--- src/pkg/ffo_consts.svh ---
`ifndef FFO_CONSTS_SVH
`define FFO_CONSTS_SVH

// Lane and register widths
`define FFO_DATA_W 18
`define FFO_THR_W 17
`define FFO_BYTE_W 8
`define FFO_PTR_W 3
`define FFO_DEPTH_SEL_W 2
`define FFO_BITS_W 5
`define FFO_COUNT_W 18

// Significant threshold bits for the shallowest variant
`define FFO_BITS_NINE_NINE 5'h0e
`define FFO_BITS_OTHER 5'h0d
// Above this many bits a 9-bit bus needs a third cycle per register
`define FFO_BITS_TWO_BYTES 5'h10

// Cycles per register in the parallel sequence
`define FFO_STEPS_X18 3'h1
`define FFO_STEPS_X9 3'h2
`define FFO_STEPS_X9_DEEP 3'h3

// Lane positions
`define FFO_LO_LSB 0
`define FFO_HI_LSB 8
`define FFO_TOP_BIT 16
`define FFO_PAR_HI_LSB 9

// Width select encoding
`define FFO_WIDTH_X9 1'b0
`define FFO_WIDTH_X18 1'b1

// Reset values
`define FFO_EMPTY_THR_RST 17'h0_0000
`define FFO_FULL_THR_RST 17'h0_0000
`define FFO_DATA_RST 18'h0_0000

`endif

--- src/pkg/ffo_pkg.sv ---
package ffo_pkg;

  // Part of a threshold carried in one cycle
  typedef enum logic [1:0] {
    FFO_PART_LOW  = 2'h0,
    FFO_PART_HIGH = 2'h1,
    FFO_PART_TOP  = 2'h3,
    FFO_PART_WIDE = 2'h2
  } ffo_part_t;

  typedef enum logic {
    FFO_LOAD_PARALLEL = 1'b0,
    FFO_LOAD_SERIAL   = 1'b1
  } ffo_load_t;

  typedef struct packed {
    logic      full_reg;
    ffo_part_t part;
  } ffo_slot_t;

endpackage

--- src/logic/ffo_seq_ptr.sv ---
`timescale 1ns/1ps
`include "ffo_consts.svh"

module ffo_seq_ptr #(
  parameter int PTR_W = `FFO_PTR_W
) (
  input  wire logic             clk_sys,
  input  wire logic             nrst,
  input  wire logic             clear,
  input  wire logic             step,
  input  wire logic [PTR_W-1:0] last,
  output logic      [PTR_W-1:0] ptr_q,
  output logic                  wrap_q
);

  logic [PTR_W-1:0] ptr_d;
  logic             wrap_d;

  always_comb begin
    ptr_d  = ptr_q;
    wrap_d = 1'b0;
    if (clear) begin
      ptr_d = '0;
    end else if (step) begin
      // Compare with >= so a shortened sequence still wraps
      if (ptr_q >= last) begin
        ptr_d  = '0;
        wrap_d = 1'b1;
      end else begin
        ptr_d = PTR_W'(ptr_q + 1'b1);
      end
    end
  end

  always_ff @(posedge clk_sys or negedge nrst) begin
    if (!nrst) begin
      ptr_q  <= '0;
      wrap_q <= 1'b0;
    end else begin
      ptr_q  <= ptr_d;
      wrap_q <= wrap_d;
    end
  end

endmodule

--- src/logic/ffo_occupancy.sv ---
`timescale 1ns/1ps
`include "ffo_consts.svh"

module ffo_occupancy #(
  parameter int COUNT_W = `FFO_COUNT_W
) (
  input  wire logic               clk_sys,
  input  wire logic               nrst,
  input  wire logic               clear,
  input  wire logic               fall_through_timing,
  input  wire logic [COUNT_W-1:0] mem_count,
  input  wire logic               out_reg_valid,
  output logic      [COUNT_W-1:0] flag_count_q
);

  logic [COUNT_W-1:0] flag_count_d;

  always_comb begin
    flag_count_d = '0;
    if (!clear) begin
      if (fall_through_timing && out_reg_valid) begin
        flag_count_d = COUNT_W'(mem_count + 1'b1);
      end else begin
        flag_count_d = mem_count;
      end
    end
  end

  always_ff @(posedge clk_sys or negedge nrst) begin
    if (!nrst) begin
      flag_count_q <= '0;
    end else begin
      flag_count_q <= flag_count_d;
    end
  end

endmodule

--- src/logic/ffo_flag_offset.sv ---
`timescale 1ns/1ps
`include "ffo_consts.svh"

// Behaviour
// - On a 9-bit bus cycles one and two carry empty threshold bits 1-8 and 9-16 on lanes 0-7, lane 8 ignored.
// - On the deepest variant with both buses 9-bit a third cycle carries empty bit 17 on lane 0, and full uses cycles four to six alike.
// - On shallower variants with a 9-bit bus the full threshold follows in cycles three and four, low byte first.
// - On an 18-bit bus empty goes in cycle one and full in cycle two, on lanes 0-15, or lanes 0-7 and 9-16 with interspersed parity.
// - Deepest variant with 9-bit input and 18-bit output programs in exactly four write cycles.
// - Deepest variant with 9-bit output and 18-bit input reads back in exactly four read cycles.
// - Deepest variant with both widths 9-bit takes six cycles to program or read back.
// - Each threshold keeps 14 to 17 bits by depth in 9-to-9 mode and one bit fewer in other modes.
// - Lane bits beyond the significant threshold bits are ignored on a write.
// - In fall-through timing the flag occupancy count includes the output register word.
// - Load select low during master clear enables parallel loading, high selects serial.
// - Parallel readback is allowed in either loading method and no serial readback exists.
module ffo_flag_offset #(
  parameter int COUNT_W = `FFO_COUNT_W
) (
  input  wire logic                            clk_sys,
  input  wire logic                            nrst,
  input  wire logic                            master_clear_n,
  input  wire logic                            load_select_n,
  input  wire logic                            write_en_n,
  input  wire logic                            read_en_n,
  input  wire logic                            input_width_sel,
  input  wire logic                            output_width_sel,
  input  wire logic                            interspersed_parity,
  input  wire logic [`FFO_DEPTH_SEL_W-1:0]     depth_sel,
  input  wire logic                            fall_through_timing,
  input  wire logic [`FFO_DATA_W-1:0]          data_in,
  input  wire logic [COUNT_W-1:0]              mem_count,
  input  wire logic                            out_reg_valid,
  output logic      [`FFO_DATA_W-1:0]          data_out,
  output logic                                 data_out_valid,
  output logic      [`FFO_THR_W-1:0]           empty_threshold,
  output logic      [`FFO_THR_W-1:0]           full_threshold,
  output logic                                 parallel_load_en,
  output logic      [`FFO_PTR_W-1:0]           write_step,
  output logic      [`FFO_PTR_W-1:0]           read_step,
  output logic                                 write_seq_done,
  output logic                                 read_seq_done,
  output logic                                 write_refused,
  output logic      [COUNT_W-1:0]              flag_count
);

  // Significant bits for the current mode and depth
  function automatic logic [`FFO_BITS_W-1:0] sig_bits(
    input logic                        nine_nine,
    input logic [`FFO_DEPTH_SEL_W-1:0] depth
  );
    logic [`FFO_BITS_W-1:0] base;
    base = nine_nine ? `FFO_BITS_NINE_NINE : `FFO_BITS_OTHER;
    sig_bits = `FFO_BITS_W'(base + depth);
  endfunction

  function automatic logic [`FFO_THR_W-1:0] bit_mask(
    input logic [`FFO_BITS_W-1:0] bits
  );
    logic [`FFO_THR_W-1:0] m;
    m = '0;
    for (int i = 0; i < `FFO_THR_W; i++) begin
      m[i] = (i < int'(bits));
    end
    bit_mask = m;
  endfunction

  // Cycles one register takes on a bus of the given width
  function automatic logic [`FFO_PTR_W-1:0] steps_per_reg(
    input logic                   bus9,
    input logic [`FFO_BITS_W-1:0] bits
  );
    if (!bus9) begin
      steps_per_reg = `FFO_STEPS_X18;
    end else if (bits > `FFO_BITS_TWO_BYTES) begin
      steps_per_reg = `FFO_STEPS_X9_DEEP;
    end else begin
      steps_per_reg = `FFO_STEPS_X9;
    end
  endfunction

  function automatic ffo_pkg::ffo_slot_t slot_of(
    input logic                  bus9,
    input logic [`FFO_PTR_W-1:0] steps,
    input logic [`FFO_PTR_W-1:0] ptr
  );
    ffo_pkg::ffo_slot_t    s;
    logic [`FFO_PTR_W-1:0] idx;
    s.full_reg = (ptr >= steps);
    idx = s.full_reg ? `FFO_PTR_W'(ptr - steps) : ptr;
    if (!bus9) begin
      s.part = ffo_pkg::FFO_PART_WIDE;
    end else if (idx == 3'h0) begin
      s.part = ffo_pkg::FFO_PART_LOW;
    end else if (idx == 3'h1) begin
      s.part = ffo_pkg::FFO_PART_HIGH;
    end else begin
      s.part = ffo_pkg::FFO_PART_TOP;
    end
    slot_of = s;
  endfunction

  // Insert one cycle's lanes into a threshold
  function automatic logic [`FFO_THR_W-1:0] merge_lanes(
    input logic [`FFO_THR_W-1:0] old,
    input ffo_pkg::ffo_part_t    part,
    input logic [`FFO_DATA_W-1:0] d,
    input logic                  par,
    input logic [`FFO_THR_W-1:0] mask
  );
    logic [`FFO_THR_W-1:0] v;
    v = old;
    unique case (part)
      ffo_pkg::FFO_PART_LOW: begin
        v[`FFO_LO_LSB +: `FFO_BYTE_W] = d[`FFO_LO_LSB +: `FFO_BYTE_W];
      end
      ffo_pkg::FFO_PART_HIGH: begin
        v[`FFO_HI_LSB +: `FFO_BYTE_W] = d[`FFO_LO_LSB +: `FFO_BYTE_W];
      end
      ffo_pkg::FFO_PART_TOP: begin
        v[`FFO_TOP_BIT] = d[`FFO_LO_LSB];
      end
      ffo_pkg::FFO_PART_WIDE: begin
        v[`FFO_LO_LSB +: `FFO_BYTE_W] = d[`FFO_LO_LSB +: `FFO_BYTE_W];
        if (par) begin
          v[`FFO_HI_LSB +: `FFO_BYTE_W] = d[`FFO_PAR_HI_LSB +: `FFO_BYTE_W];
        end else begin
          v[`FFO_HI_LSB +: `FFO_BYTE_W] = d[`FFO_HI_LSB +: `FFO_BYTE_W];
        end
      end
    endcase
    // Bits beyond the depth are dropped
    merge_lanes = v & mask;
  endfunction

  // Place one cycle's part of a threshold on the output lanes
  function automatic logic [`FFO_DATA_W-1:0] lanes_of(
    input logic [`FFO_THR_W-1:0] val,
    input ffo_pkg::ffo_part_t    part,
    input logic                  par
  );
    logic [`FFO_DATA_W-1:0] q;
    q = '0;
    unique case (part)
      ffo_pkg::FFO_PART_LOW: begin
        q[`FFO_LO_LSB +: `FFO_BYTE_W] = val[`FFO_LO_LSB +: `FFO_BYTE_W];
      end
      ffo_pkg::FFO_PART_HIGH: begin
        q[`FFO_LO_LSB +: `FFO_BYTE_W] = val[`FFO_HI_LSB +: `FFO_BYTE_W];
      end
      ffo_pkg::FFO_PART_TOP: begin
        q[`FFO_LO_LSB] = val[`FFO_TOP_BIT];
      end
      ffo_pkg::FFO_PART_WIDE: begin
        q[`FFO_LO_LSB +: `FFO_BYTE_W] = val[`FFO_LO_LSB +: `FFO_BYTE_W];
        if (par) begin
          q[`FFO_PAR_HI_LSB +: `FFO_BYTE_W] = val[`FFO_HI_LSB +: `FFO_BYTE_W];
        end else begin
          q[`FFO_HI_LSB +: `FFO_BYTE_W] = val[`FFO_HI_LSB +: `FFO_BYTE_W];
        end
      end
    endcase
    lanes_of = q;
  endfunction

  logic                   clear;
  logic                   nine_nine;
  logic                   bus9_w;
  logic                   bus9_r;
  logic [`FFO_BITS_W-1:0] bits;
  logic [`FFO_THR_W-1:0]  mask;
  logic [`FFO_PTR_W-1:0]  steps_w;
  logic [`FFO_PTR_W-1:0]  steps_r;
  logic [`FFO_PTR_W-1:0]  last_w;
  logic [`FFO_PTR_W-1:0]  last_r;
  ffo_pkg::ffo_slot_t     slot_w;
  ffo_pkg::ffo_slot_t     slot_r;
  logic                   wr_req;
  logic                   rd_req;
  logic                   wr_take;
  logic [`FFO_PTR_W-1:0]  write_ptr;
  logic [`FFO_PTR_W-1:0]  read_ptr;
  logic                   write_wrap;
  logic                   read_wrap;
  logic [`FFO_THR_W-1:0]  rd_val;

  ffo_pkg::ffo_load_t     load_mode_q;
  ffo_pkg::ffo_load_t     load_mode_d;
  logic [`FFO_THR_W-1:0]  empty_thr_q;
  logic [`FFO_THR_W-1:0]  empty_thr_d;
  logic [`FFO_THR_W-1:0]  full_thr_q;
  logic [`FFO_THR_W-1:0]  full_thr_d;
  logic                   refused_q;
  logic                   refused_d;
  logic [`FFO_DATA_W-1:0] data_out_q;
  logic [`FFO_DATA_W-1:0] data_out_d;
  logic                   out_valid_q;
  logic                   out_valid_d;

  assign clear     = !master_clear_n;
  assign nine_nine = (input_width_sel == `FFO_WIDTH_X9)
                   && (output_width_sel == `FFO_WIDTH_X9);
  assign bus9_w    = (input_width_sel == `FFO_WIDTH_X9);
  assign bus9_r    = (output_width_sel == `FFO_WIDTH_X9);

  assign bits = sig_bits(nine_nine, depth_sel);
  assign mask = bit_mask(bits);

  assign steps_w = steps_per_reg(bus9_w, bits);
  assign steps_r = steps_per_reg(bus9_r, bits);
  assign last_w  = `FFO_PTR_W'({steps_w[1:0], 1'b0} - 3'h1);
  assign last_r  = `FFO_PTR_W'({steps_r[1:0], 1'b0} - 3'h1);

  assign slot_w = slot_of(bus9_w, steps_w, write_ptr);
  assign slot_r = slot_of(bus9_r, steps_r, read_ptr);

  assign wr_req = !clear && !load_select_n && !write_en_n;
  assign rd_req = !clear && !load_select_n && !read_en_n;

  assign wr_take = wr_req && (load_mode_q == ffo_pkg::FFO_LOAD_PARALLEL);

  ffo_seq_ptr #(
    .PTR_W (`FFO_PTR_W)
  ) u_write_ptr (
    .clk_sys (clk_sys),
    .nrst    (nrst),
    .clear   (clear),
    .step    (wr_take),
    .last    (last_w),
    .ptr_q   (write_ptr),
    .wrap_q  (write_wrap)
  );

  ffo_seq_ptr #(
    .PTR_W (`FFO_PTR_W)
  ) u_read_ptr (
    .clk_sys (clk_sys),
    .nrst    (nrst),
    .clear   (clear),
    .step    (rd_req),
    .last    (last_r),
    .ptr_q   (read_ptr),
    .wrap_q  (read_wrap)
  );

  ffo_occupancy #(
    .COUNT_W (COUNT_W)
  ) u_occupancy (
    .clk_sys             (clk_sys),
    .nrst                (nrst),
    .clear               (clear),
    .fall_through_timing (fall_through_timing),
    .mem_count           (mem_count),
    .out_reg_valid       (out_reg_valid),
    .flag_count_q        (flag_count)
  );

  // Load method
  always_comb begin
    load_mode_d = load_mode_q;
    if (clear) begin
      load_mode_d = load_select_n ? ffo_pkg::FFO_LOAD_SERIAL
                                  : ffo_pkg::FFO_LOAD_PARALLEL;
    end
  end

  // Threshold registers
  always_comb begin
    empty_thr_d = empty_thr_q;
    full_thr_d  = full_thr_q;
    refused_d   = wr_req && !wr_take;
    if (clear) begin
      empty_thr_d = `FFO_EMPTY_THR_RST;
      full_thr_d  = `FFO_FULL_THR_RST;
    end else if (wr_take) begin
      if (slot_w.full_reg) begin
        full_thr_d = merge_lanes(full_thr_q, slot_w.part, data_in,
                                 interspersed_parity, mask);
      end else begin
        empty_thr_d = merge_lanes(empty_thr_q, slot_w.part, data_in,
                                  interspersed_parity, mask);
      end
    end
  end

  // Readback, held until the next read or master clear
  always_comb begin
    rd_val      = (slot_r.full_reg ? full_thr_q : empty_thr_q) & mask;
    data_out_d  = data_out_q;
    out_valid_d = 1'b0;
    if (clear) begin
      data_out_d = `FFO_DATA_RST;
    end else if (rd_req) begin
      data_out_d  = lanes_of(rd_val, slot_r.part, interspersed_parity);
      out_valid_d = 1'b1;
    end
  end

  always_ff @(posedge clk_sys or negedge nrst) begin
    if (!nrst) begin
      load_mode_q <= ffo_pkg::FFO_LOAD_SERIAL;
      empty_thr_q <= `FFO_EMPTY_THR_RST;
      full_thr_q  <= `FFO_FULL_THR_RST;
      refused_q   <= 1'b0;
      data_out_q  <= `FFO_DATA_RST;
      out_valid_q <= 1'b0;
    end else begin
      load_mode_q <= load_mode_d;
      empty_thr_q <= empty_thr_d;
      full_thr_q  <= full_thr_d;
      refused_q   <= refused_d;
      data_out_q  <= data_out_d;
      out_valid_q <= out_valid_d;
    end
  end

  assign data_out         = data_out_q;
  assign data_out_valid   = out_valid_q;
  assign empty_threshold  = empty_thr_q;
  assign full_threshold   = full_thr_q;
  assign parallel_load_en = (load_mode_q == ffo_pkg::FFO_LOAD_PARALLEL);
  assign write_step       = write_ptr;
  assign read_step        = read_ptr;
  assign write_seq_done   = write_wrap;
  assign read_seq_done    = read_wrap;
  assign write_refused    = refused_q;

endmodule

--- config.mk ---
export PLATFORM = sky130hd
export DESIGN_NAME = ffo_flag_offset
export DESIGN_NICKNAME = d
export VERILOG_FILES = /design/src/pkg/ffo_pkg.sv /design/src/logic/ffo_seq_ptr.sv /design/src/logic/ffo_occupancy.sv /design/src/logic/ffo_flag_offset.sv
export VERILOG_INCLUDE_DIRS = /design/src /design/src/pkg
export SDC_FILE = /design/constraint.sdc
export NUM_CORES = 1
export LEC_CHECK = 0
export BUFFER_PORTS_ARGS = -buffer_cell sky130_fd_sc_hd__buf_2
export CORE_ASPECT_RATIO = 0.75
export CORE_MARGIN = 2
export CORE_UTILIZATION = 56
export DETAILED_ROUTE_END_ITERATION = 7
export GPL_TIMING_DRIVEN = 0
export PLACE_DENSITY = 0.85
export SLEW_MARGIN = 30
export SYNTH_ARGS = -nofsm -noshare
export SYNTH_HDL_FRONTEND = slang
export SYNTH_SLANG_ARGS = --single-unit
--- constraint.sdc ---
create_clock -name clk_sys -period 4.36 [get_ports clk_sys]
set_clock_uncertainty 0.05 [all_clocks]
set_input_delay 0.872 -clock clk_sys [delete_from_list [all_inputs] [get_ports clk_sys]]
set_output_delay 0.872 -clock clk_sys [all_outputs]
set_load 0.02 [all_outputs]
After elaboration in Yosys (flattened, before gate mapping)
Index checks and enable logic that the tools add are counted.
{"block": "word_totals", "memories": 0, "latchBits": 0, "word_cells": 147, "out_inout_bits": 81, "mem_bits_rw": 0, "ff_bits": 81, "romBits": 0, "inputBits": 49}
{"block": "classes", "magnitude_cmp": 22, "multipliers": 0, "bitwise_logic": 6, "shift": 0, "div_mod_pow": 0, "eq_ne": 12, "muxes": 69, "n_addsub": 8, "reduce_logical": 19}
{"op": "two-way mux 8 bit", "n": 15}
{"op": "two-way mux 17 bit", "n": 7}
{"op": "two-way mux 18 bit", "n": 4}
{"op": "AND 17 bit", "n": 3}
{"op": "< comparator 4 x 5 -> 1 bit (first input constant)", "n": 8}
{"op": "case mux 8 bit (2 select lines)", "n": 2}
{"op": "two-way mux 3 bit", "n": 9}
{"op": "< comparator 3 x 5 -> 1 bit (first input constant)", "n": 4}
{"op": "two-way mux 1 bit", "n": 20}
{"op": "adder 18 x 1 -> 18 bit (second input constant)", "n": 1}
{"op": "two-way mux 2 bit", "n": 8}
{"op": "case mux 7 bit (2 select lines)", "n": 1}
{"op": "greater-or-equal comparator 3 bit", "n": 4}
{"op": "< comparator 1 x 5 -> 1 bit (first input constant)", "n": 2}
{"op": "< comparator 2 x 5 -> 1 bit (first input constant)", "n": 2}
{"op": "two-way mux 9 bit", "n": 1}
{"op": "== test 2 bit (second input constant)", "n": 4}
{"op": "logical AND 1 bit", "n": 7}
{"op": "two-way mux 7 bit", "n": 1}
{"op": "adder 3 x 1 -> 3 bit (second input constant)", "n": 2}
{"op": "== test 3 x 1 -> 1 bit (second input constant)", "n": 2}
{"op": "zero test 3 bit", "n": 2}
{"op": "!= test 2 x 1 -> 1 bit (second input constant)", "n": 3}
{"op": "subtractor 3 x 1 -> 3 bit (second input constant)", "n": 2}
{"op": "12 further kinds", "n": 22}

Longest topological paths before layout
Gate-level depths: netlist of run 1.
{"block": "logic_depth", "ltp_word": 23, "depth_mapped": 18, "mapped_depth_nobuf": 16}

Cells and area by module
A second synthesis of run 1 with hierarchy kept.
{"block": "unflattened", "hier_cells": 445, "area_unflattened_um2": 4484.3}
{"module": "ffo_flag_offset", "area_per_inst_um2": 3026.7, "n_inst": 1, "cells_each": 294, "seq_area_each_um2": 1352.5}
{"module": "ffo_occupancy", "area_per_inst_um2": 919.6, "n_inst": 1, "cells_each": 95, "seq_area_each_um2": 450.4}
{"module": "ffo_seq_ptr", "area_per_inst_um2": 269.0, "n_inst": 2, "cells_each": 28, "seq_area_each_um2": 100.1}

Worst setup path after synthesis of run 1
Ideal clock, no wire load.
{"block": "synth_timing", "path_kind": "input -> register", "from": "in input_width_sel", "to": "reg empty_thr_q[12] (netlist: empty_threshold[12])", "t_arrival_ps": 4574, "required_ps": 4183, "setup_ps": 127, "setup_slack_ps": -390, "path_buffers": 2, "cell_stages": 16, "path_cell_list": "clkbuf_1 > or2_2 > fa_1 > a21oi_1 > or2_2 > ha_1 > inv_1 > fa_1 > nor3_1 > nor2_1 > or2_2 > ha_1 > clkbuf_1 > a221o_1 > nand3b_1 > o2bb2a_1"}
{"block": "synth_via", "elab_chain_len": 22, "word_cells_on_any_way": 28, "cone_classes": "add/sub: 2; order compare: 3; eq/ne: 4; mux: 14; bitwise: 2; reduce/logical: 3"}
{"element": "start, declared", "line_no": "ffo_flag_offset.sv:26", "rtl": "input wire logic input_width_sel,"}
{"element": "NOT 1 bit (no line)"}
{"element": "logical AND 1 bit", "line_no": "ffo_flag_offset.sv:201", "rtl": "assign nine_nine = (input_width_sel == `FFO_WIDTH_X9)"}
{"element": "two-way mux 2 bit (no line)"}
{"element": "adder 4 x 2 -> 5 bit", "line_no": "ffo_flag_offset.sv:54", "rtl": "sig_bits = `FFO_BITS_W'(base + depth);"}
{"element": "greater-than comparator 5 bit (no line)"}
{"element": "two-way mux 1 bit", "line_no": "ffo_flag_offset.sv:75", "rtl": "end else if (bits > `FFO_BITS_TWO_BYTES) begin"}
{"element": "two-way mux 2 bit", "line_no": "ffo_flag_offset.sv:73", "rtl": "if (!bus9) begin"}
{"element": "subtractor 3 bit / greater-or-equal comparator 3 bit (equally long branches)", "line_no": "ffo_flag_offset.sv:90, ffo_flag_offset.sv:89"}
{"element": "(+6 left out)"}
{"element": "case mux 8 bit (2 select lines)", "line_no": "ffo_flag_offset.sv:113", "rtl": "unique case (part)"}
{"element": "two-way mux 8 bit", "line_no": "ffo_flag_offset.sv:276", "rtl": "if (slot_w.full_reg) begin"}
{"element": "two-way mux 8 bit", "line_no": "ffo_flag_offset.sv:275", "rtl": "end else if (wr_take) begin"}
{"element": "two-way mux 8 bit", "line_no": "ffo_flag_offset.sv:272", "rtl": "if (clear) begin"}
{"element": "AND 17 bit", "line_no": "ffo_flag_offset.sv:133", "rtl": "merge_lanes = v & mask;"}
{"element": "two-way mux 17 bit", "line_no": "ffo_flag_offset.sv:276"}
{"element": "two-way mux 17 bit", "line_no": "ffo_flag_offset.sv:275"}
{"element": "two-way mux 17 bit", "line_no": "ffo_flag_offset.sv:272"}
{"element": "end signal, assigned", "line_no": "ffo_flag_offset.sv:302", "rtl": "empty_thr_q <= `FFO_EMPTY_THR_RST;"}
{"element": "end signal, assigned", "line_no": "ffo_flag_offset.sv:309", "rtl": "empty_thr_q <= empty_thr_d;"}
{"element": "end, declared", "line_no": "ffo_flag_offset.sv:189", "rtl": "logic [`FFO_THR_W-1:0] empty_thr_q;"}
Parallel ways exist; a longest one is shown, timed or not. The select of a mux whose other input is x is not followed.
A chain may end at the register's enable or synchronous reset.

Worst setup path in the final report of run 1
Same ends and word-level chain as after synthesis.

==> impl_metrics.env, run 1 <==
export IMPL_timing_hold_ws_ns=0.4051
export IMPL_dr_first_iter_drc_count=333
export IMPL_totalWireLength_mm=13.44
export IMPL_drt_pass1_iterations=5
export IMPL_cts_clk_slew_worst_paths_ns=0.08
export IMPL_timing_slew_headroom_pct=54.50
export IMPL_global_route_usage_total_pct=31.23
export IMPL_synth_fa_ha_area_share_pct=5.224
export IMPL_critical_path_top_delay_family="adder cells"
export IMPL_max_stage_delay_ns=0.47
export IMPL_worstSkewPairLatency_ns=0.36
export IMPL_cts_made_buffers=9
export IMPL_ios=130
export IMPL_detail_route_vias_per_cell=6.088
export IMPL_crit_path_cell_trace="buf_2 -> clkbuf_16 -> or2_4 -> nand2_4 -> fa_2 -> a21oi_4 -> or2_4 -> ha_4 -> inv_2 -> fa_2 -> xnor2_4 -> nor3_4 -> nor2_2 -> or2_4 -> ha_4 -> a221o_1 -> nand3b_1 -> o2bb2a_4"
export IMPL_die_w_um=107.5
export IMPL_final_period_minus_worst_setup_slack_ns=4.322
export IMPL_h_tree_depth=3
export IMPL_critPathCaptureType="register"
export IMPL_die_h_um=81.66
export IMPL_grt_ovfl_total=0
export IMPL_number_of_distinct_library_cells_after_synthesis=62
export IMPL_final_critical_path_setup_slack_ns=0.03793
export IMPL_mappedNetlistArea_um2=4503
export IMPL_number_of_enable_flip_flop_cells_after_synthesis=0
export IMPL_design_die_area_um2=8782
export IMPL_fmax_mhz=231.4
export IMPL_yosysWarnings=0
export IMPL_place_gp_congestion=0.9010
export IMPL_worst_pin_slew_ns=0.6806
export IMPL_post_route_cells_drive_above_1_share_pct=37.09
export IMPL_static_leakage_power_nw=2.960
export IMPL_cts_num_sinks=80
export IMPL_syn2layout_area_growth_pct=29.04
export IMPL_rows=28
export IMPL_cellPowerDensity_nw_per_um2=349.0
export IMPL_pin_count_of_the_biggest_net_entering_global_routing=49
export IMPL_first_pass_grt_wire_length_mm=20.84
export IMPL_path_max_fanout=10
export IMPL_diodes=0
export IMPL_finalSetupViolCount=0
export IMPL_timing_critical_path_mode_cell="sky130_fd_sc_hd__or2_4"
export IMPL_power_mw=2.028
export IMPL_cts_hold_buf=0
export IMPL_fin_crit_sh_pct=99.13
export IMPL_mean_instance_size_in_the_synthesized_netlist_um2=10.55
export IMPL_cts_tree="built"
export IMPL_ir_drop_mv=0.2146
export IMPL_syn_inst=427
export IMPL_slew_viol_final=0
export IMPL_timing_max_cap_violations=0
export IMPL_grt_pass1_vias=4111
export IMPL_ant_nets=0
export IMPL_grt_antenna_before_repair=0
export IMPL_cp_num_cells=18
export IMPL_route_detailed_wl_per_inst_um=19.71
export IMPL_dominant_combinational_cell_family_by_area_after_synthesis="simple AND/OR/NAND/NOR gates"
export IMPL_wp_data_required_ns=4.57
export IMPL_min_path_type="in -> async"
export IMPL_remaining_drc_errors=0
export IMPL_synth_fp_nets=493
export IMPL_synthXorXnorAreaFrac_pct=3.306
export IMPL_hold_viol_final=0
export IMPL_dp_cells=659
export IMPL_synth_seq_cells=80
export IMPL_worst_path_buf_inv=3
export IMPL_yosysSeqAreaShare_pct=44.48
export IMPL_run_status="finished, final reports clean"
export IMPL_worst_path_max_delay_cell="sky130_fd_sc_hd__fa_2"
export IMPL_share_of_the_synthesized_area_in_compound_gates_ao_oa_aoi_oai_pct=16.87
export IMPL_clk_root_buffer_cell="sky130_fd_sc_hd__clkbuf_8"
export IMPL_fp_coreArea_um2=7848
export IMPL_preCtsSetupSlack_ns=-0.6908
export IMPL_clockBufferDepth=2
export IMPL_area_fraction_in_and_or_nand_and_nor_cells_after_synthesis_pct=17.59
export IMPL_num_nets_final=638
export IMPL_route_vias_total=4152
export IMPL_worst_ep_arrival_time_ns=4.53
export IMPL_floorplan_initialDensity_pct=57.38
export IMPL_setup_worst_path_start_class="input pin"
export IMPL_post_synth_mux_area_share_pct=9.253
export IMPL_dpl_hpwl_mm=9.736
export IMPL_portBuffers=126
export IMPL_critPathKind="in -> reg"
export IMPL_worst_r2r_path_depth=12
export IMPL_ys_async_sr_fraction_pct=100.0
export IMPL_fin_cells=682
export IMPL_postSynth_topFlopCell="sky130_fd_sc_hd__dfrtp_1"
==> sequential cells by signal (all words and copies together), names as in the netlist <==
| name | cells |
|---|---|
| u_read_ptr.ptr_q | 3 |
| u_write_ptr.wrap_q | 1 |
| u_occupancy.flag_count_q | 18 |
| load_mode_q | 1 |
| u_write_ptr.ptr_q | 3 |
| empty_threshold | 17 |
| write_refused | 1 |
| u_read_ptr.wrap_q | 1 |
| full_threshold | 17 |
| data_out_valid | 1 |
| data_out | 17 |
==> layout by cell type, fill, tap and decap left out, types with 13 or more instances in the layout <==
cell type | netlist | final
sky130_fd_sc_hd__nor2b_1 | 24 | 23
sky130_fd_sc_hd__mux2_2 | 13 | 13
sky130_fd_sc_hd__and2_1 | 15 | 15
sky130_fd_sc_hd__clkbuf_1 | 15 | 13
sky130_fd_sc_hd__nand3_1 | 16 | 15
sky130_fd_sc_hd__buf_4 | 3 | 13
sky130_fd_sc_hd__buf_2 | 1 | 126
sky130_fd_sc_hd__mux2i_1 | 27 | 26
sky130_fd_sc_hd__o21ai_0 | 13 | 13
sky130_fd_sc_hd__nand2_1 | 36 | 35
sky130_fd_sc_hd__dfrtp_1 | 79 | 79
==> metal layers <==
layer | up-vias | routed length [um] | share of wire [%] | track usage [%]
met5 | - | 0 | 0 | 0
met4 | 0 | 301 | 2.2 | 12.05
met3 | 34 | 1336 | 9.9 | 9.603
met2 | 239 | 6122 | 46 | 48.49
met1 | 2039 | 5683 | 42 | 41.51
li1 | 1840 | - | - | -
==> final timing paths <==
path	end	from	slack, ns
setup reg to reg	empty_threshold[12]$_DFFE_PN0P_	u_write_ptr.ptr_q[0]$_DFFE_PN0P_	1.35
setup / recovery	empty_threshold[12]$_DFFE_PN0P_	input_width_sel	0.04
hold reg to reg	data_out[8]$_DFFE_PN0P_	data_out[8]$_DFFE_PN0P_	0.44
max in group asynchronous	load_mode_q$_DFFE_PN1N_	nrst	3.24
hold / removal	empty_threshold[16]$_DFFE_PN0P_	nrst	0.41
min in group clk_sys	data_out[8]$_DFFE_PN0P_	data_out[8]$_DFFE_PN0P_	0.44
==> Yosys cell counts, types with 5 or more instances <==
| cell type | number | area share [%] |
|---|---|---|
| sky130_fd_sc_hd__nand4_1 | 7 | 0.97 |
| sky130_fd_sc_hd__dfrtp_1 | 79 | 44 |
| sky130_fd_sc_hd__a2bb2oi_1 | 7 | 1.4 |
| sky130_fd_sc_hd__a221o_1 | 8 | 1.8 |
| sky130_fd_sc_hd__xnor2_1 | 13 | 2.5 |
| sky130_fd_sc_hd__a21oi_1 | 10 | 1.1 |
| sky130_fd_sc_hd__nor3_1 | 6 | 0.67 |
| sky130_fd_sc_hd__clkbuf_1 | 15 | 1.3 |
| sky130_fd_sc_hd__o2bb2a_1 | 7 | 1.6 |
| sky130_fd_sc_hd__o21ai_0 | 13 | 1.4 |
| sky130_fd_sc_hd__or2_2 | 6 | 0.83 |
| sky130_fd_sc_hd__nand3_1 | 16 | 1.8 |
| sky130_fd_sc_hd__and2_1 | 15 | 2.1 |
| sky130_fd_sc_hd__a32o_1 | 5 | 1.1 |
| sky130_fd_sc_hd__o221ai_1 | 8 | 1.6 |
| sky130_fd_sc_hd__inv_1 | 13 | 1.1 |
| sky130_fd_sc_hd__nor2_1 | 9 | 0.75 |
| sky130_fd_sc_hd__mux2i_1 | 27 | 6.0 |
| sky130_fd_sc_hd__mux2_2 | 13 | 3.3 |
| sky130_fd_sc_hd__nand2b_1 | 6 | 0.83 |
| sky130_fd_sc_hd__ha_1 | 14 | 3.9 |
| sky130_fd_sc_hd__nand2_1 | 36 | 3.0 |
| sky130_fd_sc_hd__nor2b_1 | 24 | 3.3 |
==> stage by stage <==
| step | util (%) | TNS [ns] | cell area (um^2) |
|---|---|---|---|
| after floorplan | - | -0.6092 | 4674 |
| after global placement | 69.28 | -8.782 | 5436 |
| after detailed placement | 69.66 | -11.55 | 5466 |
| after CTS | 72.82 | 0 | 5714 |
| after global routing | 74.04 | -0.07131 | 5811 |
| final | 74.04 | 0 | 5811 |
==> what timing repair did <==
| action | in CTS | in global routing |
|---|---|---|
| pin swaps | 9 | 12 |
| endpoints found under the hold margin | 0 | 0 |
| gates resized for setup | 6 | 10 |
| setup buffers | 4 | 6 |
| setup endpoints to repair | 16 | 19 |
==> kinds of logic (layout without fill, tap and decap cells) <==
family                   after synthesis  in the layout
buffers and inverters                 35            185
flip-flops                            80             80
other                                  1              1
adder cells (fa/ha/maj)               17             17
AO/OA/AOI/OAI                         93             93
AND/OR/NAND/NOR                      144            144
multiplexers                          40             40
XOR/XNOR                              17             17
==> layout make-up <==
type / count / area [um^2]
Multi-Input combinational cell: 312 / 2584
Fill cell: 548 / 2037
Sequential cell: 80 / 2003
Timing Repair Buffer: 137 / 735.7
Clock buffer: 12 / 145.1
Tap cell: 105 / 131.4
Buffer: 18 / 106.4
Clock inverter: 4 / 52.55
Inverter: 14 / 52.55
==> report_power, final <==
group,switching [mW],internal (mW)
clock,0.283,0.283
sequential,0.0517,0.795
combinational,0.349,0.265
No activity file was read; power rests on OpenSTA's default activity.
==> run 2: changes to the inputs <==
SYNTH_HIERARCHICAL = 1   (was default)
==> impl_metrics.env, run 2 <==
export IMPL_run_status="finished, final reports clean"
export IMPL_critPathCaptureType="register"
export IMPL_maxUsedRoutingLayer="met4"
export IMPL_slew_viol_final=0
export IMPL_ir_drop_mv=0.1722
export IMPL_ys_top_cells_by_count="sky130_fd_sc_hd__dfrtp_1 (79), sky130_fd_sc_hd__nand2_1 (44), sky130_fd_sc_hd__nand3_1 (27), sky130_fd_sc_hd__o21ai_1 (23), sky130_fd_sc_hd__nor2_1 (22)"
export IMPL_postSynth_topFlopCell="sky130_fd_sc_hd__dfrtp_1"
export IMPL_worstSkewPairLatency_ns=0.36
export IMPL_global_route_usage_total_pct=30.80
export IMPL_totalWireLength_mm=13.06
export IMPL_remaining_drc_errors=0
export IMPL_clockBufferDepth=2
export IMPL_worst_pin_slew_ns=0.6590
export IMPL_pin_count_of_the_biggest_net_entering_global_routing=55
export IMPL_syn2layout_area_growth_pct=27.62
export IMPL_die_h_um=81.50
export IMPL_met2WireLength_mm=6.270
export IMPL_fin_crit_sh_pct=99.09
export IMPL_critPathKind="in -> reg"
export IMPL_timing_slew_headroom_pct=56.02
export IMPL_number_of_enable_flip_flop_cells_after_synthesis=0
export IMPL_mappedNetlistArea_um2=4484
export IMPL_hold_viol_final=0
export IMPL_cts_hold_buf=0
export IMPL_stdcell_area_um2=5723
export IMPL_finalSetupViolCount=0
export IMPL_cp_startpoint="output_width_sel"
export IMPL_post_route_cells_drive_above_1_share_pct=35.75
export IMPL_largest_register="u_occupancy/flag_count_q"
export IMPL_cts_tree="built"
export IMPL_num_nets_final=656
export IMPL_place_gp_congestion=0.8902
export IMPL_share_of_the_synthesized_area_in_compound_gates_ao_oa_aoi_oai_pct=18.61
export IMPL_syn_inst=445
export IMPL_portBuffers=125
export IMPL_cts_made_buffers=9
export IMPL_multiInputGateArea_um2=2441
export IMPL_rows=28
export IMPL_worst_ep_arrival_time_ns=4.55
export IMPL_area_used_by_sequential_logic_in_the_layout_um2=2003
export IMPL_timing_max_cap_violations=0
export IMPL_synth_seq_cells=80
export IMPL_dp_cells=677
export IMPL_cts_clk_slew_worst_paths_ns=0.09
export IMPL_fin_cells=698
export IMPL_h_tree_depth=3
export IMPL_min_path_type="in -> async"
export IMPL_synth_top_area_share_pct=44.08
export IMPL_die_w_um=107.3
export IMPL_static_leakage_power_nw=2.813
export IMPL_synth_fa_ha_area_share_pct=5.804
export IMPL_wp_data_required_ns=4.59
export IMPL_setup_worst_path_start_class="input pin"
export IMPL_netlist_top_cell_by_area="sky130_fd_sc_hd__dfrtp_1"
export IMPL_synth_area_top_cells="sky130_fd_sc_hd__dfrtp_1 (44%), sky130_fd_sc_hd__ha_1 (4.5%), sky130_fd_sc_hd__nand2_1 (3.7%)"
export IMPL_grt_ovfl_total=0
export IMPL_place_area_um2=5364
export IMPL_synthXorXnorAreaFrac_pct=2.511
export IMPL_cts_num_sinks=80
export IMPL_yosysSeqAreaShare_pct=44.67
export IMPL_fillers=580
export IMPL_fp_coreArea_um2=7812
export IMPL_drt_pass1_iterations=5
export IMPL_diodes=0
export IMPL_fmax_mhz=231.5
export IMPL_design_die_area_um2=8747
export IMPL_dr_first_iter_drc_count=240
export IMPL_dpl_hpwl_mm=9.693
export IMPL_grt_antenna_before_repair=0
export IMPL_area_fraction_in_and_or_nand_and_nor_cells_after_synthesis_pct=16.85
export IMPL_final_period_minus_worst_setup_slack_ns=4.320
export IMPL_grt_pass1_vias=4085
export IMPL_clk_root_buffer_cell="sky130_fd_sc_hd__clkbuf_8"
export IMPL_leading_cell_type_in_the_layout_fill_and_taps_excluded="sky130_fd_sc_hd__buf_2"
export IMPL_path_max_fanout=12
export IMPL_detail_route_vias_per_cell=6.049
export IMPL_number_of_distinct_library_cells_after_synthesis=59
export IMPL_drt_met1_wl_mm=5.328
export IMPL_first_pass_grt_wire_length_mm=20.53
export IMPL_largest_register_ffs=18
export IMPL_cellPowerDensity_nw_per_um2=331.9
export IMPL_floorplan_initialDensity_pct=57.40
export IMPL_postLayoutCoreUtil_pct=73.25
export IMPL_ys_async_sr_fraction_pct=100.0
export IMPL_yosysWarnings=6
export IMPL_dominant_combinational_cell_family_by_area_after_synthesis="compound AO/OA/AOI/OAI gates"
export IMPL_synth_most_common_cell="sky130_fd_sc_hd__dfrtp_1"
export IMPL_route_met3_wl_mm=1.092
export IMPL_worstReg2RegStart="u_write_ptr/ptr_q[0]$_DFFE_PN0P_"
export IMPL_setup_reg_to_reg_worst_slack_ns=1.33
export IMPL_ant_nets=0
export IMPL_ios=130
export IMPL_fin_tns_setup_ns=0
export IMPL_mean_instance_size_in_the_synthesized_netlist_um2=10.08
export IMPL_post_synth_mux_area_share_pct=6.948
export IMPL_route_vias_total=4222
export IMPL_route_detailed_wl_per_inst_um=18.71
export IMPL_most_common_layout_cells="sky130_fd_sc_hd__buf_2 (129), sky130_fd_sc_hd__dfrtp_1 (79), sky130_fd_sc_hd__nand2_1 (43), sky130_fd_sc_hd__nand3_1 (26), sky130_fd_sc_hd__o21ai_1 (23)"
export IMPL_power_mw=1.900
run 2: cell count changes after synthesis, sizes merged, moves of 10 or more:
| cell | previous run | this run |
|---|---|---|
| nor2b | 24 | 11 |
| buf | 6 | 16 |
| mux2i | 27 | 15 |
| nand3 | 16 | 28 |
| and2 | 15 | 1 |
| nor2 | 9 | 22 |
| o21ai | 13 | 29 |
run 2: area by class of cell:
class                      instances  area share (%)
tap                              105           2.296
multi-input combinational        322           42.65
buffer                            20           2.230
timing repair buffer             134           12.90
clock buffer                       9           2.164
sequential                        80           35.00
clock inverter                     7           1.377
inverter                          21           1.377
run 2: stage by stage:
step	hold WS (ns)	setup WS, ns
floorplan	0.5264	-0.1694
global placement	0.4067	-0.5381
detailed placement	0.4229	-0.6142
CTS	0.3712	0.01278
global route	0.3892	-0.07007
finish	0.3743	0.03967
run 2: where the power goes:
group / switching, mW / internal, mW
registers: 0.0415 / 0.789
clock network: 0.297 / 0.269
logic: 0.296 / 0.206
total: 0.635 / 1.26
run 2: kinds of logic (layout without fill, tap and decap cells):
family | Yosys count | after routing
adder cells (fa/ha/maj) | 19 | 19
multiplexers | 29 | 29
flip-flops | 80 | 80
AO/OA/AOI/OAI | 110 | 110
buffers and inverters | 44 | 191
XOR/XNOR | 12 | 12
other | 2 | 3
AND/OR/NAND/NOR | 149 | 149
run 2: final timing paths:
| kind | to | cells after the start |
|---|---|---|
| hold reg to reg | data_out[13]$_DFFE_PN0P_ | 2 |
| hold / removal | data_out[15]$_DFFE_PN0P_ | 1 |
| setup / recovery | full_threshold[12]$_DFFE_PN0P_ | 18 |
| max in group asynchronous | full_threshold[4]$_DFFE_PN0P_ | 2 |
| min in group clk_sys | data_out[13]$_DFFE_PN0P_ | 2 |
| setup reg to reg | full_threshold[12]$_DFFE_PN0P_ | 13 |
run 2: critical path: stages:
cell and delay, ns:
sky130_fd_sc_hd__buf_4 0.16, sky130_fd_sc_hd__or2_4 0.29, sky130_fd_sc_hd__nand2_4 0.07, sky130_fd_sc_hd__fa_2 0.47, sky130_fd_sc_hd__a21oi_4 0.19, sky130_fd_sc_hd__or2_1 0.14
sky130_fd_sc_hd__ha_2 0.19, sky130_fd_sc_hd__inv_2 0.04, sky130_fd_sc_hd__fa_2 0.37, sky130_fd_sc_hd__xnor2_4 0.15, sky130_fd_sc_hd__or3_4 0.41, sky130_fd_sc_hd__o21ai_4 0.09
sky130_fd_sc_hd__nor2b_2 0.18, sky130_fd_sc_hd__ha_1 0.17, sky130_fd_sc_hd__clkbuf_8 0.16, sky130_fd_sc_hd__a221oi_1 0.09, sky130_fd_sc_hd__a311o_1 0.30, sky130_fd_sc_hd__a2bb2oi_1 0.19
run 2: layer usage:
metal  GRT usage [%]  vias to the layer above
li1                -                     1906
met1           38.51                     2057
met2           51.20                      223
met3           8.333                       36
met4           13.21                        0
met5               0                        -
run 2: what timing repair did:
item,4_1_cts,5_1_grt
endpoints found under the hold margin,0,0
setup buffers,2,5
endpoints found under the setup margin,18,18
cloned,0,1
pin swaps,5,12
gates resized for setup,4,16
==> run 3: changes to the inputs <==
GPL_ROUTABILITY_DRIVEN = 0   (was default)
PLACE_DENSITY = 0.83   (was 0.85)
==> impl_metrics.env, run 3 (synthesis gave the netlist of run 2 again) <==
export IMPL_detail_route_vias_per_cell=6.001
export IMPL_cts_num_sinks=80
export IMPL_ant_nets=0
export IMPL_ir_drop_mv=0.1852
export IMPL_slew_viol_final=0
export IMPL_cts_tree="built"
export IMPL_num_nets_final=666
export IMPL_final_critical_path_setup_slack_ns=-0.07150
export IMPL_switching_power_uw=633.9
export IMPL_clockBufferDepth=2
export IMPL_rows=28
export IMPL_cp_num_cells=18
export IMPL_clk_root_buffer_cell="sky130_fd_sc_hd__clkbuf_8"
export IMPL_grt_antenna_before_repair=0
export IMPL_run_status="finished, violations left"
export IMPL_critPathCaptureType="register"
export IMPL_remaining_drc_errors=0
export IMPL_hold_viol_final=0
export IMPL_fmax_mhz=225.7
export IMPL_floorplan_initialDensity_pct=57.40
export IMPL_worst_r2r_path_depth=13
export IMPL_cts_clk_slew_worst_paths_ns=0.09
export IMPL_drt_pass1_iterations=5
export IMPL_worst_path_max_delay_cell="sky130_fd_sc_hd__fa_2"
export IMPL_cts_hold_buf=0
export IMPL_diodes=0
export IMPL_totalWireLength_mm=13.39
export IMPL_min_path_type="in -> async"
export IMPL_cell_internal_pwr_mw=1.384
export IMPL_setup_worst_path_start_class="input pin"
export IMPL_die_h_um=81.50
export IMPL_rsz0062_at_grt="true"
export IMPL_timing_slew_headroom_pct=58.87
export IMPL_design_die_area_um2=8747
export IMPL_die_w_um=107.3
export IMPL_failed_checks="setup timing"
export IMPL_fp_coreArea_um2=7812
export IMPL_wp_data_required_ns=4.60
export IMPL_fillers=558
export IMPL_postLayoutCoreUtil_pct=74.87
export IMPL_most_common_layout_cells="sky130_fd_sc_hd__buf_2 (129), sky130_fd_sc_hd__dfrtp_1 (79), sky130_fd_sc_hd__nand2_1 (43), sky130_fd_sc_hd__nand3_1 (26), sky130_fd_sc_hd__o21ai_1 (23)"
export IMPL_sw_frac_of_total_pct=31.41
export IMPL_dr_first_iter_drc_count=376
export IMPL_cellPowerDensity_nw_per_um2=345.0
export IMPL_route_detailed_wl_per_inst_um=18.91
export IMPL_syn2layout_area_growth_pct=30.44
export IMPL_worstSkewPairLatency_ns=0.37
export IMPL_fin_crit_sh_pct=101.6
export IMPL_first_pass_grt_wire_length_mm=20.56
export IMPL_largest_register="u_occupancy/flag_count_q"
export IMPL_portBuffers=125
export IMPL_max_stage_delay_ns=0.47
export IMPL_global_route_usage_total_pct=30.96
export IMPL_pwr_share_seq_pct=41.1
export IMPL_h_tree_depth=3
export IMPL_worst_ep_arrival_time_ns=4.67
export IMPL_pin_count_of_the_biggest_net_entering_global_routing=55
export IMPL_critPathKind="in -> reg"
export IMPL_grt_ovfl_total=0
export IMPL_worst_pin_slew_ns=0.6147
export IMPL_cts_made_buffers=9
export IMPL_pwr_share_clk_pct=34.0
export IMPL_timing_critical_path_mode_cell="sky130_fd_sc_hd__fa_2"
export IMPL_dpl_hpwl_mm=9.453
export IMPL_finalSetupViolCount=2
export IMPL_ios=130
export IMPL_timing_hold_ws_ns=0.3687
export IMPL_p_comb_share_pct=24.9
export IMPL_grt_pass1_vias=4049
export IMPL_leading_cell_type_in_the_layout_fill_and_taps_excluded="sky130_fd_sc_hd__buf_2"
export IMPL_worst_path_buf_inv=3
export IMPL_route_vias_total=4249
export IMPL_path_max_fanout=5
export IMPL_critical_path_top_delay_family="adder cells"
export IMPL_timing_max_cap_violations=0
export IMPL_static_leakage_power_nw=2.886
export IMPL_largest_register_ffs=18
export IMPL_crit_path_cell_trace="buf_12 -> or2_4 -> nand2_4 -> fa_2 -> a21oi_4 -> or2_1 -> ha_2 -> inv_2 -> fa_2 -> xnor2_2 -> or3_4 -> o21ai_2 -> nand2b_1 -> buf_4 -> ha_4 -> nor2b_4 -> a2111o_1 -> a21oi_2"
export IMPL_final_period_minus_worst_setup_slack_ns=4.432
export IMPL_post_route_cells_drive_above_1_share_pct=37.15
run 3: routing by layer:
metal | up-vias | GRT usage [%] | wire length, um
li1 | 1933 | - | -
met1 | 2052 | 39.99 | 5313
met2 | 233 | 51.52 | 6573
met3 | 31 | 9.365 | 1208
met4 | 0 | 8.462 | 291
met5 | - | 0 | 0
run 3: final timing paths:
| check | startpoint | to | slack (ns) |
|---|---|---|---|
| min in group clk_sys | data_out[8]$_DFFE_PN0P_ | data_out[8]$_DFFE_PN0P_ | 0.44 |
| max reg2reg | u_write_ptr/ptr_q[0]$_DFFE_PN0P_ | empty_threshold[16]$_DFFE_PN0P_ | 1.21 |
| max in group asynchronous | nrst | full_threshold[4]$_DFFE_PN0P_ | 3.31 |
| min | nrst | u_read_ptr/ptr_q[1]$_DFFE_PN0P_ | 0.37 |
| max | input_width_sel | empty_threshold[16]$_DFFE_PN0P_ | -0.07 |
| min reg2reg | data_out[8]$_DFFE_PN0P_ | data_out[8]$_DFFE_PN0P_ | 0.44 |
run 3: through the flow:
stage	worst slack [ns]	instance area, um^2	instances	power (mW)	setup TNS, ns
2_1_floorplan	-0.1694	4577	446	1.128	-1.568
3_3_place_gp	-0.5564	5334	676	1.277	-8.368
3_5_place_dp	-0.6216	5364	677	1.294	-10.20
4_1_cts	0.03519	5673	696	1.987	0
5_1_grt	-0.1318	5849	708	2.098	-0.6023
6_report	-0.07150	5849	708	2.018	-0.1087
run 3: timing repair:
item	CTS	global route
gates resized for setup	7	21
setup endpoints to repair	18	7
cloned	1	0
pin swaps	13	14
buffers inserted	5	12
run 3: power by group through the flow:
stage	Sequential, mW	Combinational [mW]	Clock, mW
floorplan	0.892	0.236	0
global placement	0.839	0.437	0
detailed placement	0.841	0.453	0
CTS	0.828	0.470	0.690
global route	0.834	0.541	0.723
finish	0.830	0.502	0.687
run 3: area by class of cell:
type / instances / area [um^2] / share of cell area (%)
well taps: 105 / 131.4 / 2.246
inverters: 21 / 78.83 / 1.348
plain buffers: 20 / 127.6 / 2.182
clock inverters: 7 / 126.4 / 2.160
repair buffers: 144 / 820.8 / 14.03
flip-flops and latches: 80 / 2003 / 34.25
multi-input cells: 322 / 2437 / 41.67
clock buffers: 9 / 123.9 / 2.118
